## src/rtc_wkday_cfg.svh

```systemverilog
`ifndef RTC_WKDAY_CFG_SVH
`define RTC_WKDAY_CFG_SVH

// ----------------------------------------------------------------
// register byte offsets
// ----------------------------------------------------------------
`define RWC_OFF_HOUR 8'h00
`define RWC_OFF_WKDAY 8'h04
`define RWC_OFF_CTRL 8'h08

// ----------------------------------------------------------------
// field positions
// ----------------------------------------------------------------
`define RWC_WK_BUSY 7
`define RWC_CR_RUN 7
`define RWC_CR_FMT 6
`define RWC_CR_PM 5
`define RWC_CR_CLR 4
`define RWC_CR_RSV 3

// ----------------------------------------------------------------
// codes and limits
// ----------------------------------------------------------------
`define RWC_DAY_LAST 3'h6
`define RWC_DAY_BAD 3'h7
`define RWC_ONES_LAST 4'h9
`define RWC_TENS_LAST 2'h2
`define RWC_H12_LAST 6'h11
`define RWC_H24_LAST 6'h23
`define RWC_RST_HOUR 6'h00
`define RWC_RST_DAY 3'h0
`define RWC_BUSY_CYC 4'h4

`endif

```

## src/rtc_wkday_pkg.sv

```systemverilog
package rwc_pkg;

  // apb request from the master
  typedef struct packed {
    logic psel;
    logic penable;
    logic pwrite;
    logic [7:0] paddr;
    logic [31:0] pwdata;
  } rwc_apb_req_type;

  // apb answer to the master
  typedef struct packed {
    logic pready;
    logic pslverr;
    logic [31:0] prdata;
  } rwc_apb_rsp_type;

  // bcd hour count
  typedef struct packed {
    logic [1:0] tens;
    logic [3:0] ones;
  } rwc_hour_type;

endpackage
```

## src/rtc_wkday_ctrl.sv

```systemverilog
`timescale 1ns/1ps
`include "rtc_wkday_cfg.svh"

// Function
// - weekday advances by one on each daily carry from the hour count
// - weekday count only holds values zero through six
// - busy flag, weekday bit 7, is high while counters are updating
// - weekday bits 6 to 3 and control bits 2 to 0 read zero
// - weekday codes 000 Sunday to 110 Saturday; code 111 not written
// - run bit 7 starts counting when one, stops when zero
// - format bit zero gives 12-hour mode, hour counts 0 to 11
// - format bit one gives 24-hour mode, hour counts 0 to 23
// - afternoon flag bit 5 reads zero morning, one afternoon in 12-hour mode
// - clear bit 4 initialises all registers except itself
// - 12-hour wrap after eleven sets afternoon flag, next wrap clears it
// - hour tens digit counts zero through two in bcd
// - undefined counter and control fields become zero after a clear

module rwc_weekday_ctrl #(
  parameter logic [3:0] BUSY_CYC = `RWC_BUSY_CYC
) (
  input wire logic clk_sys,
  input wire logic rst_n,
  input wire rwc_pkg::rwc_apb_req_type apbReq,
  output rwc_pkg::rwc_apb_rsp_type apbRsp,
  input wire logic countTick,
  input wire logic hourCarry,
  output logic runEnable,
  output logic softClear,
  output logic dayCarry
);

  // ----------------------------------------------------------------
  // state
  // ----------------------------------------------------------------
  rwc_pkg::rwc_hour_type hour;
  rwc_pkg::rwc_hour_type next_hour;
  logic [2:0] weekday;
  logic runBit;
  logic fmt24;
  logic pmFlag;
  logic clearBit;
  logic rsvBit;
  logic busy;
  logic [3:0] busyCnt;
  logic [31:0] rdData;
  logic next_pm;
  logic wrapDay;

  // ----------------------------------------------------------------
  // bus decode
  // ----------------------------------------------------------------
  logic setup;
  logic access;
  logic wrEn;
  logic hitHour;
  logic hitWkday;
  logic hitCtrl;
  logic hit;
  logic hourStep;

  // address match for the three words
  always_comb begin
    hitHour = 1'b0;
    hitWkday = 1'b0;
    hitCtrl = 1'b0;
    if (apbReq.paddr == `RWC_OFF_HOUR) begin
      hitHour = 1'b1;
    end else if (apbReq.paddr == `RWC_OFF_WKDAY) begin
      hitWkday = 1'b1;
    end else if (apbReq.paddr == `RWC_OFF_CTRL) begin
      hitCtrl = 1'b1;
    end
  end

  // phases of a transfer; slave never inserts wait states
  assign setup = apbReq.psel & ~apbReq.penable;
  assign access = apbReq.psel & apbReq.penable;
  assign hit = hitHour | hitWkday | hitCtrl;
  assign wrEn = access & apbReq.pwrite & hit;

  // answer: ready in every access cycle, error on unmapped address
  assign apbRsp = '{
    pready: access,
    pslverr: access & ~hit,
    prdata: rdData
  };

  // hourly step only while running and not held in clear
  assign hourStep = hourCarry & runBit & ~clearBit;

  // ----------------------------------------------------------------
  // hour count and afternoon flag
  // ----------------------------------------------------------------
  // next hour in bcd, wrapping per selected format
  always_comb begin
    next_hour = hour;
    next_pm = pmFlag;
    wrapDay = 1'b0;
    if (fmt24) begin
      if ({hour.tens, hour.ones} == `RWC_H24_LAST) begin
        next_hour = `RWC_RST_HOUR;
        wrapDay = 1'b1;
      end else if (hour.ones == `RWC_ONES_LAST) begin
        next_hour.ones = 4'h0;
        next_hour.tens = hour.tens + 2'h1;
      end else begin
        next_hour.ones = hour.ones + 4'h1;
      end
    end else begin
      if ({hour.tens, hour.ones} == `RWC_H12_LAST) begin
        next_hour = `RWC_RST_HOUR;
        next_pm = ~pmFlag;
        wrapDay = pmFlag;
      end else if (hour.ones == `RWC_ONES_LAST) begin
        next_hour.ones = 4'h0;
        next_hour.tens = hour.tens + 2'h1;
      end else begin
        next_hour.ones = hour.ones + 4'h1;
      end
    end
  end

  // hour register: clear, then software write, then count
  always_ff @(posedge clk_sys) begin
    if (!rst_n || clearBit) begin
      hour <= `RWC_RST_HOUR;
    end else if (wrEn && hitHour) begin
      hour.tens <= apbReq.pwdata[5:4];
      hour.ones <= apbReq.pwdata[3:0];
    end else if (hourStep) begin
      hour <= next_hour;
    end
  end

  // ----------------------------------------------------------------
  // daily carry and weekday count
  // ----------------------------------------------------------------
  // one-cycle carry out once per day
  always_ff @(posedge clk_sys) begin
    if (!rst_n || clearBit) begin
      dayCarry <= 1'b0;
    end else begin
      dayCarry <= hourStep & wrapDay & ~(wrEn & hitHour); // hour write cancels it
    end
  end

  // weekday advances on the carry, wraps saturday to sunday
  always_ff @(posedge clk_sys) begin
    if (!rst_n || clearBit) begin
      weekday <= `RWC_RST_DAY;
    end else if (wrEn && hitWkday) begin
      if (apbReq.pwdata[2:0] != `RWC_DAY_BAD) begin
        weekday <= apbReq.pwdata[2:0];
      end
    end else if (dayCarry) begin
      if (weekday >= `RWC_DAY_LAST) begin
        weekday <= `RWC_RST_DAY;
      end else begin
        weekday <= weekday + 3'h1;
      end
    end
  end

  // ----------------------------------------------------------------
  // control register
  // ----------------------------------------------------------------
  // clear bit is kept across its own clear
  always_ff @(posedge clk_sys) begin
    if (!rst_n) begin
      clearBit <= 1'b0;
    end else if (wrEn && hitCtrl) begin
      clearBit <= apbReq.pwdata[`RWC_CR_CLR];
    end
  end

  // run, format, reserved bit; all forced low during clear
  always_ff @(posedge clk_sys) begin
    if (!rst_n || clearBit) begin
      runBit <= 1'b0;
      fmt24 <= 1'b0;
      rsvBit <= 1'b0;
    end else if (wrEn && hitCtrl) begin
      runBit <= apbReq.pwdata[`RWC_CR_RUN];
      fmt24 <= apbReq.pwdata[`RWC_CR_FMT];
      rsvBit <= apbReq.pwdata[`RWC_CR_RSV];
    end
  end

  // afternoon flag: written by software, toggled at the 11 wrap
  always_ff @(posedge clk_sys) begin
    if (!rst_n || clearBit) begin
      pmFlag <= 1'b0;
    end else if (wrEn && hitCtrl) begin
      pmFlag <= apbReq.pwdata[`RWC_CR_PM];
    end else if (hourStep && !fmt24) begin
      pmFlag <= next_pm;
    end
  end

  assign runEnable = runBit;
  assign softClear = clearBit;

  // ----------------------------------------------------------------
  // update busy
  // ----------------------------------------------------------------
  // busy stretched for BUSY_CYC cycles from each running count tick
  always_ff @(posedge clk_sys) begin
    if (!rst_n || clearBit) begin
      busyCnt <= 4'h0;
      busy <= 1'b0;
    end else if (countTick && runBit) begin
      busyCnt <= BUSY_CYC;
      busy <= 1'b1;
    end else if (busyCnt > 4'h1) begin
      busyCnt <= busyCnt - 4'h1;
    end else begin
      busyCnt <= 4'h0;
      busy <= 1'b0;
    end
  end

  // ----------------------------------------------------------------
  // read data
  // ----------------------------------------------------------------
  // captured in the setup phase, shown in the access phase
  always_ff @(posedge clk_sys) begin
    if (!rst_n) begin
      rdData <= 32'h0000_0000;
    end else if (setup && !apbReq.pwrite) begin
      rdData <= 32'h0000_0000;
      if (hitHour) begin
        rdData[5:0] <= {hour.tens, hour.ones};
      end else if (hitWkday) begin
        rdData[`RWC_WK_BUSY] <= busy;
        rdData[2:0] <= weekday;
      end else if (hitCtrl) begin
        rdData[`RWC_CR_RUN] <= runBit;
        rdData[`RWC_CR_FMT] <= fmt24;
        rdData[`RWC_CR_PM] <= pmFlag;
        rdData[`RWC_CR_CLR] <= clearBit;
        rdData[`RWC_CR_RSV] <= rsvBit;
      end
    end
  end
endmodule

```

## config.mk

```make
export PLATFORM = sky130hd
export DESIGN_NAME = rwc_weekday_ctrl
export DESIGN_NICKNAME = d
export VERILOG_FILES = /design/src/rtc_wkday_pkg.sv /design/src/rtc_wkday_ctrl.sv
export VERILOG_INCLUDE_DIRS = /design/src
export SDC_FILE = /design/constraint.sdc
export NUM_CORES = 1
export LEC_CHECK = 0
export ABC_AREA = 1
export BUFFER_PORTS_ARGS = -buffer_cell sky130_fd_sc_hd__buf_2
export CORE_MARGIN = 1
export CORE_UTILIZATION = 43
export DETAILED_ROUTE_END_ITERATION = 10
export GPL_TIMING_DRIVEN = 0
export HOLD_SLACK_MARGIN = 0.06
export MAX_ROUTING_LAYER = met4
export PLACE_DENSITY_LB_ADDON = 0.15
export SYNTH_ARGS = -nofsm -noshare
export SYNTH_HDL_FRONTEND = slang
export SYNTH_SLANG_ARGS = --single-unit
```

## constraint.sdc

```tcl
create_clock -name clk_sys -period 1.4 [get_ports clk_sys]
set_clock_uncertainty 0.15 [all_clocks]
set_input_delay 0.35 -clock clk_sys [delete_from_list [all_inputs] [get_ports clk_sys]]
set_output_delay 0.35 -clock clk_sys [all_outputs]
set_load 0.02 [all_outputs]
```

# --- Word-level counts from Yosys, hierarchy flattened ---
# Cells that the tools add are included.
word_totals:
  register_bits: 28
  input_bits: 47
  out_inout_bits: 37
  word_cells: 98
op_classes:
  n_addsub: 4
  order_cmp: 2
  n_eq_ne: 9
  n_mux: 34
  bitwise_logic: 18
  n_reduce_logical: 18
ops:
  columns: ["op", "n"]
  rows:
  - ["2-to-1 mux 6 bit", 6]
  - ["2-to-1 mux 3 bit", 7]
  - ["2-to-1 mux 1 bit", 16]
  - ["bitwise AND 1 bit", 10]
  - ["== test 8 x 3 -> 1 bit, second input constant", 1]
  - ["== test 8 x 4 -> 1 bit, second input constant", 1]
  - ["logical NOT 8 bit", 1]
  - ["2-to-1 mux 4 bit", 2]
  - ["nonzero test 2 bit", 4]
  - ["== test 6 x 5 -> 1 bit, second input constant", 1]
  - ["== test 6 bit, second input constant", 1]
  - ["logical AND 1 bit", 6]
  - ["NOT 1 bit", 6]
  - ["2-to-1 mux 5 bit", 1]
  - ["adder 4 x 1 -> 4 bit, second input constant", 1]
  - ["== test 4 bit, second input constant", 1]
  - ["greater-than comparator 4 x 1 -> 1 bit, second input constant", 1]
  - ["2-to-1 mux 2 bit", 2]
  - ["inequality test 2 x 1 -> 1 bit, second input constant", 2]
  - ["subtractor 4 x 1 -> 4 bit, second input constant", 1]
  - ["adder 3 x 1 -> 3 bit, second input constant", 1]
  - [">= comparator 3 bit, second input constant", 1]
  - ["logical NOT 1 bit", 3]
  - ["inequality test 3 bit, second input constant", 1]
  - ["7 further kinds", 8]

# --- Longest topological paths before layout ---
logic_depth:
  depth_word: 9
  depth_mapped: 11
  depth_no_buf: 11

# --- Least setup slack after synthesis ---
# No wires, ideal clock.
synth_path:
  path_kind: "flip-flop to flip-flop"
  startpoint: "register hour[1] in the netlist's numbering"
  endpoint: "register hour[5] in the netlist's numbering"
  setup_ps: 119
  arrival_time_ps: 1201
  t_required_ps: 1131
  slack_ps: -69
  path_stages_with_launch: 11
  n_path_buf: 0
  period_less_slack_ps: 1469
  cell_sequence: "dfxtp_1 inv_1 ha_1 nand3b_1 nor2_1 a21oi_1 nor2_1 nand2_1 nand2_1 nor2_1 nor2_1"
synth_between:
  elab_chain_cells: 6
  word_cells_on_any_way: 9
  cone_classes: "eq/ne (3); mux (6)"
synth_rtl:
  columns: ["element", "line_no", "text"]
  rows:
  - ["start, declared", "rtc_wkday_ctrl.sv:36", "rwc_pkg::rwc_hour_type hour;"]
  - ["start signal, assigned", "rtc_wkday_ctrl.sv:127", "hour <= `RWC_RST_HOUR;"]
  - ["start signal, assigned", "rtc_wkday_ctrl.sv:132", "hour <= next_hour;"]
  - ["== test 4 bit (no source line)", null, null]
  - ["2-to-1 mux 2 bit", null, null]
  - ["2-to-1 mux 6 bit (on tied branches)", "rtc_wkday_ctrl.sv:111, rtc_wkday_ctrl.sv:101", null]
  - ["2-to-1 mux 6 bit (*)", "rtc_wkday_ctrl.sv:100", "if (fmt24) begin"]
  - ["2-to-1 mux 6 bit (*)", "rtc_wkday_ctrl.sv:131", "end else if (hourStep) begin"]
  - ["2-to-1 mux 6 bit (*)", "rtc_wkday_ctrl.sv:128", "end else if (wrEn && hitHour) begin"]
# Every way passes the cells marked *; elsewhere a longest branch is shown, timed or not. The select of a mux whose other input is x is not followed.
# A chain may end at the register's enable or synchronous reset.

# --- Worst setup path in the final report ---
# Ends and elaborated chain as after synthesis.

==> results.yml <==
place:
  place_ws_ps: -355
  gp_congestion: 0.832
  dp.cells: 377
  portBuffers: 34
  dp_hpwl_um: 3200
  place_area_mm2: 0.00232
clock_network:
  clk_pin_slew_worst_paths_ps: 100
  clock_sinks: 28
  clk_path_buf_depth: 2
  numCtsBuffers: 3
  cts_tree: "built"
  clockRootBuffer: "clkbuf_8"
  cts_hold_buf: 0
  clkLatencyLatePin_ps: 280
  htreeDepth: 1
timing:
  min_period_ps: 1550
  max_freq_ghz: 0.645
  finalSetupTns_ps: -903
  whs_ps: 184
  rsz0062_at_grt: "yes"
  slew_violations: 0
  post-route-period-util_pct: 111
  hold_violations: 0
  worst_slack_ps: -151
  finalSetupViolCount: 10
global_route:
  antenna_found_initial: 0
  track_usage_pct: 19.4
  grt_first_pass_wirelength_um: 7490
  grt.overflow.total: 0
  grt_pass1_vias: 1670
  grt_start_max_net_pins: 17
logic_synthesis:
  yosys_warnings: 0
  ys_types: 34
  synth.largest_area_cell: "dfxtp_1"
  synth_top_cells_by_area: "dfxtp_1 (29%), buf_4 (9.7%), inv_1 (8.0%), nand2_1 (7.6%), ha_1 (5.2%)"
  yosysSeqAreaShare_pct: 29.0
  netlist_instances: 268
  synth_area_mm2: 0.00193
  yosysMostFrequentCell: "inv_1"
  synthTopCellsByCount: "inv_1 (41), nand2_1 (39), dfxtp_1 (28), buf_4 (25), nor2_1 (23)"
  ys.flop_type: "dfxtp_1"
  synth_seq_cells: 28
  synth_edf_count: 0
  yosysTopAreaCellShare_pct: 29.0
  async_flop_share_pct: 0
  avgSynthCellArea_um2: 7.20
job:
  drv_cap: 0
die:
  die_h_um: 69.0
  rows: 24
  die_area_mm2: 0.00476
  core_mm2: 0.00432
  initial_core_util_pct: 44.6
  ios: 84
  die_w_um: 69.0
power_and_ir_drop:
  p_leak_nw: 1.41
  comb_power_share_pct: 23.5
  power_switching_mw: 0.575
  p_int_mw: 1.42
  pwr-share-clk_pct: 33.1
  peakVddDrop_mv: 0.618
  power_density_mw_per_mm2: 733
  swShare_pct: 28.8
  power.total_mw: 2.00
  p_seq_share_pct: 43.5
detailed_routing:
  routed_wl_um: 4440
  drtIter0Drc: 81
  postRouteAntennaNets: 0
  vias_per_cell: 4.73
  vias: 1878
  wl_per_cell_um: 11.2
  firstDrtPassIters: 4
  drc: 0
finish:
  antennaDiodeCount: 0
  syn2layout_area_growth_pct: 41.1
  final_cell_area_mm2: 0.00272
  final_layout_size_suffix_gt1_share_pct: 42.6
  layout.cells.non_filler: 397
  post-route-util_pct: 63.0
  multiInputGateArea_mm2: 0.00122
  regArea_um2: 578
  final.fill_count: 396
  nets: 401
critical_path:
  cp.required_ps: 1430
  endpoint_kind: "flop"
  worstSetupStartpointType: "flop"
  critPathArrivalTime_ps: 1580
  worst-setup-path-type: "flop to flop"
  cp_max_fo: 5
  rr_worst_depth: 10
hold_path:
  holdPathStages: 3
  hp-class: "primary input to flop"
run_status:
  outcome: "finished, violations left"
  violations: "setup timing"
[worst paths after layout]
check                        startpoint               endpoint  slack, ps
setup / recovery   hour[1]$_SDFFE_PP0P_   hour[5]$_SDFFE_PP0P_       -150
hold / removal                apbReq[5]    pmFlag$_SDFFE_PP0P_        180
setup reg to reg   hour[1]$_SDFFE_PP0P_   hour[5]$_SDFFE_PP0P_       -150
hold reg to reg   busyCnt[0]$_SDFF_PP0_  busyCnt[0]$_SDFF_PP0_        300
[worst max-delay path, stage by stage (launching register included)]
cell and delay [ps]:
dfxtp_4 380, inv_2 50, ha_4 160, nand3b_1 210, nor2_1 70, a21oi_1 150
nor2_2 50, nand2_1 50, nand2_1 40, nor2_1 90, nor2_1 40
[cells by family after synthesis]
kind of cell / after synthesis / synth area share (%)
fa+ha+maj: 8 / 5.18
buf+inv: 74 / 20.0
flops: 28 / 29.0
simple gates: 106 / 29.7
xor+xnor: 4 / 1.81
compound gates: 47 / 14.1
other cells: 1 / 0.194
[power by group through the flow]
stage | Sequential [mW] | Combinational (mW) | Clock, mW
global placement | 0.891 | 0.429 | 0
finish | 0.867 | 0.468 | 0.660
global route | 0.873 | 0.527 | 0.697
detailed placement | 0.891 | 0.436 | 0
CTS | 0.870 | 0.453 | 0.673
floorplan | 0.899 | 0.332 | 0
[cell usage in the layout (no fill, tap or decap), types with 4 or more instances in the layout]
master	count
inv_2	11
conb_1	24
o21ai_1	9
nor2_4	5
inv_1	29
nand3_4	4
buf_4	36
buf_2	29
nand2_2	6
nand2_4	7
nand3_1	10
buf_6	11
o211ai_1	8
nand4_1	8
a21oi_1	17
xor2_1	4
nand2_1	32
dfxtp_1	20
nor2_1	21
dfxtp_2	5
o21ai_0	7
[routing by layer]
layer	track usage (%)	wire length [um]	vias up
met5	-	0	-
met2	31.5	2180	70
li1	-	-	972
met3	3.65	259	4
met1	24.7	1970	832
met4	5.44	36	0
[registers in the layout, summed over array words and instances (netlist names), 3 cells and up]
signal / flops
rdData: 8
hour: 6
busyCnt: 4
weekday: 3
[final cells by class]
cell class                 instances  share of cell area, %
timing repair buffer              50                   13.4
inverter                          46                   7.76
sequential                        28                   21.2
buffer                            28                   7.67
clock buffer                       3                   1.52
clock inverter                     1                   1.10
multi-input combinational        189                   44.9
tap                               52                   2.39
[timing repair]
| action | 4_1_cts | 5_1_grt |
|---|---|---|
| pin swaps | 23 | 26 |
| buffers inserted | 13 | 3 |
| resized for setup | 35 | 39 |
| endpoints found under the setup margin | 14 | 27 |
| endpoints found under the hold margin | 0 | 0 |
Note: power is estimated with default switching activity, not from simulation.
